**src/core/iepb_pkg.sv**
```systemverilog
package iepb_pkg;

  // ----------------------------------------------------------------
  // Bus geometry
  // ----------------------------------------------------------------
  localparam int ADDR_W = 12;
  localparam int DATA_W = 32;
  localparam int REG_W = 8;
  localparam int NSRC = 7;
  localparam int NLEVEL = 4;

  // ----------------------------------------------------------------
  // Register indices, byte address is four times the index
  // ----------------------------------------------------------------
  localparam logic [7:0] IDX_EN = 8'ha8;
  localparam logic [7:0] IDX_PH = 8'hb7;
  localparam logic [7:0] IDX_PL = 8'hb8;
  localparam logic [7:0] IDX_BITOP = 8'hc0;
  localparam logic [7:0] IDX_STAT = 8'hc1;

  // ----------------------------------------------------------------
  // Field positions and reset values
  // ----------------------------------------------------------------
  localparam int EN_GLOBAL_POS = 7;
  localparam int SRC_EXT0 = 0;
  localparam int SRC_TIMER0 = 1;
  localparam int SRC_EXT1 = 2;
  localparam int SRC_TIMER1 = 3;
  localparam int SRC_SERIAL = 4;
  localparam int SRC_TIMER2 = 5;
  localparam int SRC_CA = 6;
  localparam int PRIO_RSVD_POS = 7;
  localparam logic [7:0] EN_RST = 8'h00;
  localparam logic [7:0] PH_RST = 8'h00;
  localparam logic [7:0] PL_RST = 8'h00;
  localparam logic [7:0] PRIO_MASK = 8'h7f;

  // Bit operation register fields
  localparam int BITOP_SEL_LSB = 0;
  localparam int BITOP_TGT_LSB = 4;
  localparam int BITOP_SET_POS = 8;
  localparam logic [1:0] TGT_EN = 2'h0;
  localparam logic [1:0] TGT_PL = 2'h1;
  localparam logic [1:0] TGT_PH = 2'h2;

  // Status register fields
  localparam int STAT_SRC_LSB = 0;
  localparam int STAT_LVL_LSB = 4;
  localparam int STAT_VALID_POS = 7;
  localparam int STAT_INSVC_LSB = 8;

  localparam logic [1:0] LEVEL_TOP = 2'h3;

  // ----------------------------------------------------------------
  // Types
  // ----------------------------------------------------------------
  typedef enum logic {
    APB_IDLE = 1'b0,
    APB_RESP = 1'b1
  } iepb_apb_state_t;

  typedef struct packed {
    logic valid;
    logic [2:0] src;
    logic [1:0] level;
  } iepb_irq_t;

  typedef struct packed {
    logic [NSRC-1:0] high;
    logic [NSRC-1:0] low;
  } iepb_prio_t;

endpackage : iepb_pkg

```
**src/core/iepb_ctrl.sv**
```systemverilog
// Contract
// - Enable bit 7 gates every source; zero blocks all interrupts.
// - Enable bit 6 allows the counter array interrupt.
// - Enable bit 5 allows the timer 2 overflow interrupt.
// - Enable bit 4 allows the serial port interrupt.
// - Enable bit 3 allows the timer 1 overflow interrupt.
// - Enable bit 2 allows the external input 1 interrupt.
// - Enable bit 1 allows the timer 0 overflow interrupt.
// - Enable bit 0 allows the external input 0 interrupt.
// - Counter array level is high bit 6 over low bit 6.
// - Timer 2 level is high bit 5 over low bit 5.
// - Serial level from bit 4 pair; 00 lowest, 11 highest.
// - Priority bit 7 reserved; software never sets it, reads undefined.
// - Enable register resets to zero and allows single-bit set and clear.
// - Priority-low resets to zero and allows single-bit set and clear.
// - Priority-high resets to zero, whole-byte access only.
// - Bit pair 00 is level 0 lowest, 11 is level 3 highest.
// - Only a strictly higher level pre-empts; level 3 is never pre-empted.
// - Among simultaneous requests the higher level is served first.
// - Equal levels are resolved by a fixed polling order.
//
// Chosen here: register access over APB.

`timescale 1ns/1ps
`default_nettype none

module iepb_ctrl #(
  parameter int NSRC = iepb_pkg::NSRC
) (
  input wire logic clock_in,
  input wire logic rst_in,
  input wire logic ce_in,
  // APB slave
  input wire logic psel_in,
  input wire logic penable_in,
  input wire logic pwrite_in,
  input wire logic [iepb_pkg::ADDR_W-1:0] paddr_in,
  input wire logic [iepb_pkg::DATA_W-1:0] pwdata_in,
  output logic [iepb_pkg::DATA_W-1:0] prdata_out,
  output logic pready_out,
  output logic pslverr_out,
  // Peripheral requests and CPU core
  input wire logic [NSRC-1:0] irq_req_in,
  input wire logic irq_ack_in,
  input wire logic irq_done_in,
  output iepb_pkg::iepb_irq_t irq_out,
  output logic [iepb_pkg::NLEVEL-1:0] in_service_out
);

  // ----------------------------------------------------------------
  // Helpers
  // ----------------------------------------------------------------
  function automatic logic [7:0] bit_apply(
    input logic [7:0] val,
    input logic [2:0] idx,
    input logic set
  );
    logic [7:0] res;
    res = val;
    res[idx] = set;
    return res;
  endfunction : bit_apply

  function automatic logic [1:0] top_level(
    input logic [iepb_pkg::NLEVEL-1:0] act
  );
    logic [1:0] lvl;
    lvl = 2'h0;
    for (int i = 0; i < iepb_pkg::NLEVEL; i++) begin
      if (act[i]) begin
        lvl = 2'(i);
      end
    end
    return lvl;
  endfunction : top_level

  function automatic logic reg_hit(
    input logic [iepb_pkg::ADDR_W-1:0] addr,
    input logic [7:0] idx
  );
    return addr == {2'h0, idx, 2'h0};
  endfunction : reg_hit

  // ----------------------------------------------------------------
  // State
  // ----------------------------------------------------------------
  iepb_pkg::iepb_apb_state_t state_ff;
  iepb_pkg::iepb_apb_state_t nxt_state;
  logic [7:0] en_ff;
  logic [7:0] ph_ff;
  logic [7:0] pl_ff;
  logic [iepb_pkg::NLEVEL-1:0] insvc_ff;
  logic [iepb_pkg::NLEVEL-1:0] nxt_insvc;
  iepb_pkg::iepb_irq_t irq_ff;
  iepb_pkg::iepb_irq_t nxt_irq;
  logic [iepb_pkg::DATA_W-1:0] prdata_ff;
  logic [iepb_pkg::DATA_W-1:0] nxt_prdata;
  logic pready_ff;
  logic pslverr_ff;
  logic nxt_err;

  // ----------------------------------------------------------------
  // Address decode
  // ----------------------------------------------------------------
  logic hit_en;
  logic hit_ph;
  logic hit_pl;
  logic hit_bitop;
  logic hit_stat;
  logic hit_any;
  logic [2:0] bitop_sel;
  logic [1:0] bitop_tgt;
  logic bitop_set;

  assign hit_en = reg_hit(paddr_in, iepb_pkg::IDX_EN);
  assign hit_ph = reg_hit(paddr_in, iepb_pkg::IDX_PH);
  assign hit_pl = reg_hit(paddr_in, iepb_pkg::IDX_PL);
  assign hit_bitop = reg_hit(paddr_in, iepb_pkg::IDX_BITOP);
  assign hit_stat = reg_hit(paddr_in, iepb_pkg::IDX_STAT);
  assign hit_any = hit_en | hit_ph | hit_pl | hit_bitop | hit_stat;
  assign bitop_sel = pwdata_in[iepb_pkg::BITOP_SEL_LSB +: 3];
  assign bitop_tgt = pwdata_in[iepb_pkg::BITOP_TGT_LSB +: 2];
  assign bitop_set = pwdata_in[iepb_pkg::BITOP_SET_POS];

  // ----------------------------------------------------------------
  // APB handshake
  // ----------------------------------------------------------------
  // One wait state: read data and error are frozen into flops so every
  // bus output leaves a register.
  logic access;
  logic commit;

  assign access = psel_in & penable_in;
  assign commit = (state_ff == iepb_pkg::APB_RESP) & access & pwrite_in & ~pslverr_ff;

  always_comb begin
    nxt_state = state_ff;
    unique case (state_ff)
      iepb_pkg::APB_IDLE: begin
        if (access) begin
          nxt_state = iepb_pkg::APB_RESP;
        end
      end
      iepb_pkg::APB_RESP: begin
        nxt_state = iepb_pkg::APB_IDLE;
      end
    endcase
  end

  always_ff @(posedge clock_in) begin
    if (rst_in) begin
      state_ff <= iepb_pkg::APB_IDLE;
    end else if (ce_in) begin
      state_ff <= nxt_state;
    end
  end

  always_ff @(posedge clock_in) begin
    if (rst_in) begin
      pready_ff <= 1'b0;
    end else if (ce_in) begin
      pready_ff <= (state_ff == iepb_pkg::APB_IDLE) & access;
    end
  end

  // ----------------------------------------------------------------
  // Read data and error
  // ----------------------------------------------------------------
  always_comb begin
    nxt_prdata = '0;
    if (!pwrite_in) begin
      if (hit_en) begin
        nxt_prdata[7:0] = en_ff;
      end else if (hit_ph) begin
        nxt_prdata[7:0] = ph_ff & iepb_pkg::PRIO_MASK;
      end else if (hit_pl) begin
        nxt_prdata[7:0] = pl_ff & iepb_pkg::PRIO_MASK;
      end else if (hit_stat) begin
        nxt_prdata[iepb_pkg::STAT_SRC_LSB +: 3] = irq_ff.src;
        nxt_prdata[iepb_pkg::STAT_LVL_LSB +: 2] = irq_ff.level;
        nxt_prdata[iepb_pkg::STAT_VALID_POS] = irq_ff.valid;
        nxt_prdata[iepb_pkg::STAT_INSVC_LSB +: iepb_pkg::NLEVEL] = insvc_ff;
      end
    end
  end

  // Refused: unmapped address, writes to status, and bit operations
  // aimed at any target other than enable or priority-low.
  always_comb begin
    nxt_err = ~hit_any;
    if (pwrite_in && hit_stat) begin
      nxt_err = 1'b1;
    end
    if (pwrite_in && hit_bitop && bitop_tgt != iepb_pkg::TGT_EN
        && bitop_tgt != iepb_pkg::TGT_PL) begin
      nxt_err = 1'b1;
    end
  end

  always_ff @(posedge clock_in) begin
    if (rst_in) begin
      prdata_ff <= '0;
      pslverr_ff <= 1'b0;
    end else if (ce_in) begin
      if (state_ff == iepb_pkg::APB_IDLE && access) begin
        prdata_ff <= nxt_prdata;
        pslverr_ff <= nxt_err;
      end else begin
        prdata_ff <= '0;
        pslverr_ff <= 1'b0;
      end
    end
  end

  // ----------------------------------------------------------------
  // Enable register
  // ----------------------------------------------------------------
  always_ff @(posedge clock_in) begin
    if (rst_in) begin
      en_ff <= iepb_pkg::EN_RST;
    end else if (ce_in && commit) begin
      if (hit_en) begin
        en_ff <= pwdata_in[7:0];
      end else if (hit_bitop && bitop_tgt == iepb_pkg::TGT_EN) begin
        en_ff <= bit_apply(en_ff, bitop_sel, bitop_set);
      end
    end
  end

  // ----------------------------------------------------------------
  // Priority registers
  // ----------------------------------------------------------------
  // Reserved bit 7 is never stored, so a stray one cannot shift a level.
  always_ff @(posedge clock_in) begin
    if (rst_in) begin
      pl_ff <= iepb_pkg::PL_RST;
    end else if (ce_in && commit) begin
      if (hit_pl) begin
        pl_ff <= pwdata_in[7:0] & iepb_pkg::PRIO_MASK;
      end else if (hit_bitop && bitop_tgt == iepb_pkg::TGT_PL) begin
        pl_ff <= bit_apply(pl_ff, bitop_sel, bitop_set) & iepb_pkg::PRIO_MASK;
      end
    end
  end

  always_ff @(posedge clock_in) begin
    if (rst_in) begin
      ph_ff <= iepb_pkg::PH_RST;
    end else if (ce_in && commit && hit_ph) begin
      ph_ff <= pwdata_in[7:0] & iepb_pkg::PRIO_MASK;
    end
  end

  // ----------------------------------------------------------------
  // Gating and arbitration
  // ----------------------------------------------------------------
  logic [NSRC-1:0] src_en;
  logic [NSRC-1:0] eligible;
  iepb_pkg::iepb_prio_t prio;
  logic win_found;
  logic [2:0] win_src;
  logic [1:0] win_level;

  // Each source bit lines up with its enable bit.
  always_comb begin
    src_en = '0;
    src_en[iepb_pkg::SRC_CA] = en_ff[iepb_pkg::SRC_CA];
    src_en[iepb_pkg::SRC_TIMER2] = en_ff[iepb_pkg::SRC_TIMER2];
    src_en[iepb_pkg::SRC_SERIAL] = en_ff[iepb_pkg::SRC_SERIAL];
    src_en[iepb_pkg::SRC_TIMER1] = en_ff[iepb_pkg::SRC_TIMER1];
    src_en[iepb_pkg::SRC_EXT1] = en_ff[iepb_pkg::SRC_EXT1];
    src_en[iepb_pkg::SRC_TIMER0] = en_ff[iepb_pkg::SRC_TIMER0];
    src_en[iepb_pkg::SRC_EXT0] = en_ff[iepb_pkg::SRC_EXT0];
  end

  assign eligible = irq_req_in & src_en & {NSRC{en_ff[iepb_pkg::EN_GLOBAL_POS]}};

  // High register bit is the upper bit of each level.
  assign prio.high = ph_ff[NSRC-1:0];
  assign prio.low = pl_ff[NSRC-1:0];

  iepb_arbiter #(
    .NSRC(NSRC)
  ) u_arbiter (
    .eligible_in(eligible),
    .prio_in(prio),
    .found_out(win_found),
    .src_out(win_src),
    .level_out(win_level)
  );

  // ----------------------------------------------------------------
  // In-service tracking
  // ----------------------------------------------------------------
  // A return retires the highest active level before a new take lands,
  // so both in one cycle leave a consistent stack.
  always_comb begin
    nxt_insvc = insvc_ff;
    if (irq_done_in && insvc_ff != '0) begin
      nxt_insvc[top_level(insvc_ff)] = 1'b0;
    end
    if (irq_ack_in && irq_ff.valid) begin
      nxt_insvc[irq_ff.level] = 1'b1;
    end
  end

  always_ff @(posedge clock_in) begin
    if (rst_in) begin
      insvc_ff <= '0;
    end else if (ce_in) begin
      insvc_ff <= nxt_insvc;
    end
  end

  // ----------------------------------------------------------------
  // Request to the core
  // ----------------------------------------------------------------
  // Offer is withdrawn the cycle after a take; the in-service stack
  // catches up on that same edge, so no source is offered twice.
  logic preempt_ok;

  always_comb begin
    if (insvc_ff == '0) begin
      preempt_ok = 1'b1;
    end else begin
      preempt_ok = win_level > top_level(insvc_ff);
    end
  end

  always_comb begin
    nxt_irq = '0;
    if (win_found && preempt_ok && !irq_ack_in) begin
      nxt_irq.valid = 1'b1;
      nxt_irq.src = win_src;
      nxt_irq.level = win_level;
    end
  end

  always_ff @(posedge clock_in) begin
    if (rst_in) begin
      irq_ff <= '0;
    end else if (ce_in) begin
      irq_ff <= nxt_irq;
    end
  end

  // ----------------------------------------------------------------
  // Outputs
  // ----------------------------------------------------------------
  assign prdata_out = prdata_ff;
  assign pready_out = pready_ff;
  assign pslverr_out = pslverr_ff;
  assign irq_out = irq_ff;
  assign in_service_out = insvc_ff;

endmodule : iepb_ctrl

`default_nettype wire

```
**src/core/iepb_arbiter.sv**
```systemverilog
`timescale 1ns/1ps
`default_nettype none

module iepb_arbiter #(
  parameter int NSRC = 7
) (
  input wire logic [NSRC-1:0] eligible_in,
  input wire iepb_pkg::iepb_prio_t prio_in,
  output logic found_out,
  output logic [2:0] src_out,
  output logic [1:0] level_out
);

  // ----------------------------------------------------------------
  // Level first, then fixed polling order
  // ----------------------------------------------------------------
  // Lower source index polls first; scan from the top down so the last
  // hit at a given level is the lowest index.
  always_comb begin
    logic [1:0] lvl;
    lvl = 2'h0;
    found_out = 1'b0;
    src_out = 3'h0;
    level_out = 2'h0;
    for (int i = NSRC - 1; i >= 0; i--) begin
      lvl = {prio_in.high[i], prio_in.low[i]};
      if (eligible_in[i]) begin
        if (!found_out || lvl > level_out) begin
          found_out = 1'b1;
          src_out = 3'(i);
          level_out = lvl;
        end else if (lvl == level_out) begin
          src_out = 3'(i);
        end
      end
    end
  end

endmodule : iepb_arbiter

`default_nettype wire

```
**config.mk**
```make
export PLATFORM = sky130hd
export DESIGN_NAME = iepb_ctrl
export DESIGN_NICKNAME = d
export VERILOG_FILES = /design/src/core/iepb_pkg.sv /design/src/core/iepb_ctrl.sv /design/src/core/iepb_arbiter.sv
export SDC_FILE = /design/constraint.sdc
export NUM_CORES = 1
export LEC_CHECK = 0
export BUFFER_PORTS_ARGS = -buffer_cell sky130_fd_sc_hd__buf_2
export CORE_ASPECT_RATIO = 0.75
export CORE_MARGIN = 2
export CORE_UTILIZATION = 55
export CTS_BUF_LIST = sky130_fd_sc_hd__clkbuf_8
export DETAILED_ROUTE_END_ITERATION = 16
export HOLD_SLACK_MARGIN = 0.15
export PLACE_DENSITY = 0.85
export SLEW_MARGIN = 20
export SYNTH_ARGS = -nofsm -noshare
export SYNTH_HDL_FRONTEND = slang
export SYNTH_SLANG_ARGS = --single-unit
```
**constraint.sdc**
```tcl
create_clock -name clock_in -period 20 [get_ports clock_in]
set_input_delay 1 -clock clock_in [delete_from_list [all_inputs] [get_ports clock_in]]
set_output_delay 1 -clock clock_in [all_outputs]
set_load 0.05 [all_outputs]
```
* Yosys cells after proc, flatten, opt, wreduce, memory -nomap -nowiden
Cells that the tools add are included.
** Operators by class
- Magnitude comparators :: 13
- Equality and inequality tests :: 13
- Muxes and demuxes :: 86
- Bitwise gates (word level) :: 17
- Reduce and logical (&&, ||, !) cells :: 37
** Operators by type and width (count)
- 3-bit two-way mux :: 21
- 12-bit by 10-bit equality test with 1-bit output (second input constant) :: 5
- 8-bit two-way mux :: 6
- 2-bit two-way mux :: 19
- 1-bit two-way mux :: 25
- 12-bit two-way mux :: 2
- 4-bit two-way mux :: 5
- 8-bit bitwise mux :: 2
- 1-bit logical AND :: 16
- 7-bit bitwise AND :: 2
- 2-bit greater-than comparator :: 7
- 2-bit equality test :: 6
- 1-bit zero test :: 7
- 1-bit logical OR :: 6
- 2-bit by 3-bit < comparator with 1-bit output (second input constant) :: 2
- 6-bit two-way mux :: 1
- 2-bit nonzero test :: 3
- 1-bit bitwise AND :: 5
- 5-bit two-way mux :: 1
- 4-bit bitwise AND :: 1
- 1-bit demux with 2-bit select :: 2
- 2-bit by 1-bit >= comparator with 1-bit output (second input constant) :: 2
- 4-bit zero test :: 1
- 3-bit by 4-bit < comparator with 1-bit output (second input constant) :: 1
- 12 further kinds :: 18
** Storage, ports and cells
- Bits in registers :: 68
- Input port bits :: 59

* Longest topological paths before layout
- Depth after elaboration :: 32
- Gate-level depth with buffers :: 49
- Gate-level depth less buffers :: 48

* Modules after synthesis
From an unflattened synthesis, not the netlist that was laid out.
** Second synthesis, totals
- Cells, all modules :: 427
- Area, all modules :: 3285.7 µm²
** Modules (own cells, without submodules)
- iepb_ctrl :: times used 1, cells an instance 322, area each 2565.0 µm², seq. area each 920.9 µm²
- iepb_arbiter :: times used 1, cells an instance 105, area each 720.7 µm², seq. area each 0.0 µm²

* Worst setup path before layout
No wires, ideal clock.
- Path kind :: input -> register
- Start point :: input irq_req_in[6]
- End point :: register irq_ff (netlist bit irq_out[3])
- Arrival time :: 8.368 ns
- Required time :: 19.939 ns
- Slack :: 11.571 ns
- Cell stages on the path :: 44
- Cell sequence :: and2_1 buf_2 nand3_2 ha_1 nor2b_4 o2111a_1 o21ai_0 a21oi_1 ha_1 nor2_1 a22oi_1 a311o_1 o211a_1 ha_1 o221ai_1 a311o_1 nand2b_1 ha_1 (+8 left out) a211o_1 o21ai_0 ha_1 inv_1 a21oi_1 a21oi_1 o21bai_1 o21ai_0 a21oi_1 o21bai_1 ha_1 a21oi_1 a21oi_1 a2111o_1 nor2_1 o21ai_0 nor2_1 a22o_1
** On the way
- Word-level cells in the longest chain between the ends :: 32
- Elaborated cells between the ends (all ways) :: 76
- Those cells by class :: 7 x order compare; 6 x eq/ne; 47 x mux; 2 x bitwise; 14 x reduce/logical
** Ends and longest elaborated chain
- from (decl) :: line iepb_ctrl.sv:43 : input wire logic [NSRC-1:0] irq_req_in,
- 7-bit bitwise AND * (2 in series) :: line iepb_ctrl.sv:276 : assign eligible = irq_req_in & src_en & {NSRC{en_ff[iepb_pkg::EN_GLOBAL_POS]}};
- 2-bit two-way mux or 1-bit two-way mux (tied branches) :: line iepb_arbiter.sv:27 : if (eligible_in[i]) begin
- 2-bit greater-than comparator or 1-bit zero test (tied branches) :: line iepb_arbiter.sv:28 : if (!found_out || lvl > level_out) begin
- 1-bit logical OR :: line iepb_arbiter.sv:28
- 2-bit two-way mux or 1-bit two-way mux (tied branches) :: line iepb_arbiter.sv:28
- 2-bit two-way mux or 1-bit two-way mux (tied branches) :: line iepb_arbiter.sv:27
- 2-bit greater-than comparator or 1-bit zero test (tied branches) :: line iepb_arbiter.sv:28
- 1-bit logical OR :: line iepb_arbiter.sv:28
- (+14 left out)
- 2-bit greater-than comparator or 1-bit zero test (tied branches) :: line iepb_arbiter.sv:28
- 1-bit logical OR :: line iepb_arbiter.sv:28
- 2-bit two-way mux :: line iepb_arbiter.sv:28
- 2-bit two-way mux :: line iepb_arbiter.sv:27
- 2-bit greater-than comparator :: line iepb_ctrl.sv:326 : preempt_ok = win_level > top_level(insvc_ff);
- 1-bit two-way mux :: line iepb_ctrl.sv:323 : if (insvc_ff == '0) begin
- 1-bit logical AND (2 in series) :: line iepb_ctrl.sv:332 : if (win_found && preempt_ok && !irq_ack_in) begin
- 6-bit two-way mux * :: line iepb_ctrl.sv:332
- to (signal assigned) :: line iepb_ctrl.sv:343 : irq_ff <= nxt_irq;
- to (decl) :: line iepb_ctrl.sv:94 : iepb_pkg::iepb_irq_t irq_ff;
Mark *: on every way between the ends. The rest lies on a longest branch, timed or not.
A chain may end at the register's enable or synchronous reset.

* Final worst setup path
- Start point :: input irq_req_in[6]
- End point :: register irq_ff (netlist bit irq_out[4])
Same word-level chain as after synthesis.

==> metrics.md <==
| Metric | Value |
|---|---|
| Worst-Margin Slew | 0.913 ns |
| Number of synthesized register bits | 46 |
| Reg-to-Reg End | irq_out[4] |
| Total gr overflow | 0 |
| Final worst setup slack | 10.48 ns |
| Largest stage delay on the critical path | 0.44 ns |
| Buf/Inv on CP | 2 |
| Mapped cell area | 3360 um2 |
| Placed insts | 558 |
| Primary FF master, synth | dfxtp_1 |
| Die area | between 6000 and 7000 um2 |
| Syn Inst Count | 442 |
| Worst Reg-to-Reg Cells | 44 |
| CTS tree | yes |
| Commonest non-fill, non-tap cell in the layout | buf_2 |
| Starting density of the core | 57.4% |
| Remaining antenna violation count | 0 |
| Total track usage | 27.7% |
| Share of post-route cells with drive strength above 1 | 20.5% |
| Final min period | 9.52 ns |
| Vias in the first global route | about 3100 |
| Total length of routed wires | 9090 um |
| Register area share after synthesis | ~27% |
| CP delay by family, top | compound AO/OA/AOI/OAI gates |
| Area of the multi-input gates | 2200 um2 |
| Startpoint Class | input pin |
| Drt pass-1 iters | 5 |
| H-tree Lvls | 2 |
| Synthesized area per cell | 7.61 um2 |
| Sequential Power Share | 53.6% |
| CP Max Fanout | 9 |
| Final layout net count | between 500 and 600 |
| F_max | 0.105 GHz |
| Critical path class | in2reg |
| WL met2 | 4080 um |
| Register Area | 921 um2 |
| Num rows | 24 |
| Post-synthesis async set-or-reset flop share | 0% |
| Pwr/cell area | about 47 nW/um2 |
| Outcome | completed |
| Library cells used by synthesis | 72 |
| Largest net degree at the start of global routing | 45 |
| Non-filler instance count after layout | 566 |
| CP required | 20.26 ns |
| Crit-path most repeated cell | a21oi_1 |
| R2R Setup Slk | 10.76 ns |
| Tcrit/Tclk final | 47.6% |
| Setup WS pre-CTS | 10.37 ns |
| Worst Hold Class | reg2reg |
| Hold buffers post-CTS | 0 |
| Hpwl dp | 6830 um |
| Max stage delay cell, worst path | a2111o_1 |
| Clk root buf | clkbuf_8 |
| Routability congestion estimate | 0.871 |
| CTS Buffer Depth | 2 |
| Clock power share | about 34% |
| Max Cap Violations | 0 |
| ANT cells | 0 |
| Worst-Skew Late Latency | just over 0.3 ns |
| Critical R2R Launch | en_ff[7] |
| Setup Fix Bufs, Post-CTS | 0 |
| Highest routed layer | met4 |
| 1st-iter DRT viols | 320 |
| Hold EP | prdata_out[7] |
| Initial antenna violation count | 0 |
| P_sw | 0.0000510 W |
| Filler Cell Count | between 500 and 600 |
| Critical path arrival | 9.78 ns |
| Clock sink count | 46 |
| Gates resized, CTS repair | 0 |
| Final setup violation count | 0 |
| Final Max Tran Viols | 0 |
| Die Y | 71.7 um |
| Die X | 94.3 um |
| Layout area overhead | 9.08% |
| Num CTS Buffers | 5 |
| Unrepaired setup endpoints after global routing | no |
| Met3 Routed Length | around 900 um |
| Wire per inst | 16.1 um |
| Int Pwr | 0.000120 W |
| Depth of the worst hold-timing path | 2 |
| Residual DRC | 0 |
| Fin. Hold Viols | 0 |
| Final Power | around 0.00017 W |
| Core area | 5860 um2 |
| Post-synth EDFFs | 0 |
| Logic pwr share | 12.6% |
| M1 WL | ~4000 um |
| Most frequent cells in the layout | buf_2, nor2_1, nand2_1 |
| # port buffers | between 50 and 60 |
| CTS clk-pin slew, worst paths | 0.09 ns |
| Worst VDD drop | 0.0379 mV |
| Slew HR | between 30% and 40% |
| Ports | 103 |
| Sw frac | around 30% |
| Ys Warns | 0 |
| Vias/cell | around 6 |
| Crit path capture type | register |
| Total negative slack | 0 ns |
| Leakage | between 1.5 and 2 nW |
| Vias | around 3500 |
| First-pass GRT wire length | 14800 um |
| WHS | 0.494 ns |
| Clock Skew | 0.00894 ns |
| Hold path start | prdata_out[7] |
[worst reg2reg max path, delay by kind of cell, from the launching register on]
kind | cells | cell delay, ns
AO/OA/AOI/OAI | 25 | 4.87
adder cells (fa/ha/maj) | 7 | 1.98
buffers and inverters | 1 | 0.05
flip-flops | 1 | 0.74
AND/OR/NAND/NOR | 11 | 1.54
[flip-flops by register name (all words and copies together), names as in the netlist]
register	count
pl_ff	7
irq_out	6
pslverr_out	1
prdata_out	12
en_ff	8
state_ff	1
ph_ff	7
in_service_out	4
[logic make-up (layout without fill, tap and decap cells)]
| logic type | Yosys count | in the layout | share of synthesized area (%) |
|---|---|---|---|
| simple gates | 167 | 167 | 25.3 |
| flops | 46 | 46 | 27.4 |
| other cells | 1 | 20 | 0.112 |
| xor+xnor | 1 | 1 | 0.260 |
| mux | 15 | 15 | 4.72 |
| fa+ha+maj | 13 | 13 | 4.65 |
| compound gates | 142 | 142 | 28.4 |
| buf+inv | 57 | 84 | 9.19 |
[metal layers]
layer | vias up | global-route usage [%]
met5 | - | 0
met4 | 0 | 6.44
met3 | 14 | 6.41
met2 | 187 | 43.3
met1 | 1621 | 39.1
li1 | 1649 | -
[cells in the mapped netlist, types with 4 or more instances]
cell type | instances | area share [%]
a222oi_1 | 6 | 1.8
and3_1 | 4 | 0.74
a211oi_1 | 15 | 3.3
ha_1 | 10 | 3.7
buf_4 | 20 | 4.5
nand2_1 | 49 | 5.5
a22oi_1 | 10 | 2.2
dfxtp_1 | 46 | 27
nand3b_1 | 4 | 0.89
mux2i_1 | 8 | 2.4
mux2_2 | 7 | 2.3
a21oi_1 | 43 | 6.4
nor2_1 | 57 | 6.4
clkbuf_1 | 16 | 1.8
inv_1 | 16 | 1.8
nand2b_1 | 8 | 1.5
nand3_1 | 11 | 1.6
o21ai_0 | 29 | 4.3
[area by class of cell]
type	count	area share, %
inverters	17	1.74
well taps	78	2.66
clock buffers	5	1.88
multi-input cells	358	60.1
flip-flops and latches	46	25.1
repair buffers	59	8.05
clock inverters	3	0.477
[power by group through the flow]
stage               Sequential, W  Clock [W]  Combinational (W)
floorplan               0.0000944          0          0.0000176
global placement        0.0000939          0          0.0000210
detailed placement      0.0000939          0          0.0000213
CTS                     0.0000918  0.0000582          0.0000214
global route            0.0000918  0.0000633          0.0000232
finish                  0.0000918  0.0000579          0.0000217
[through the flow]
step,utilization (%),instance area [um2]
after floorplan,-,3430
after global placement,61.2,3580
after detailed placement,61.2,3580
after CTS,62.6,3670
after global routing,62.6,3670
final,62.6,3670
[how the worst max path moves through the flow]
stage,from,endpoint,slack [ns],cells after the start
after floorplan,irq_req_in[6],irq_out[3],11.57,44
after CTS,irq_req_in[6],irq_out[4],10.66,46
final,irq_req_in[6],irq_out[4],10.48,46
after global routing,irq_req_in[6],irq_out[3],9.82,45
after detailed placement,irq_req_in[6],irq_out[4],10.37,46
after global placement,irq_req_in[6],irq_out[3],10.71,46
Note: power is estimated with default switching activity, not from simulation.
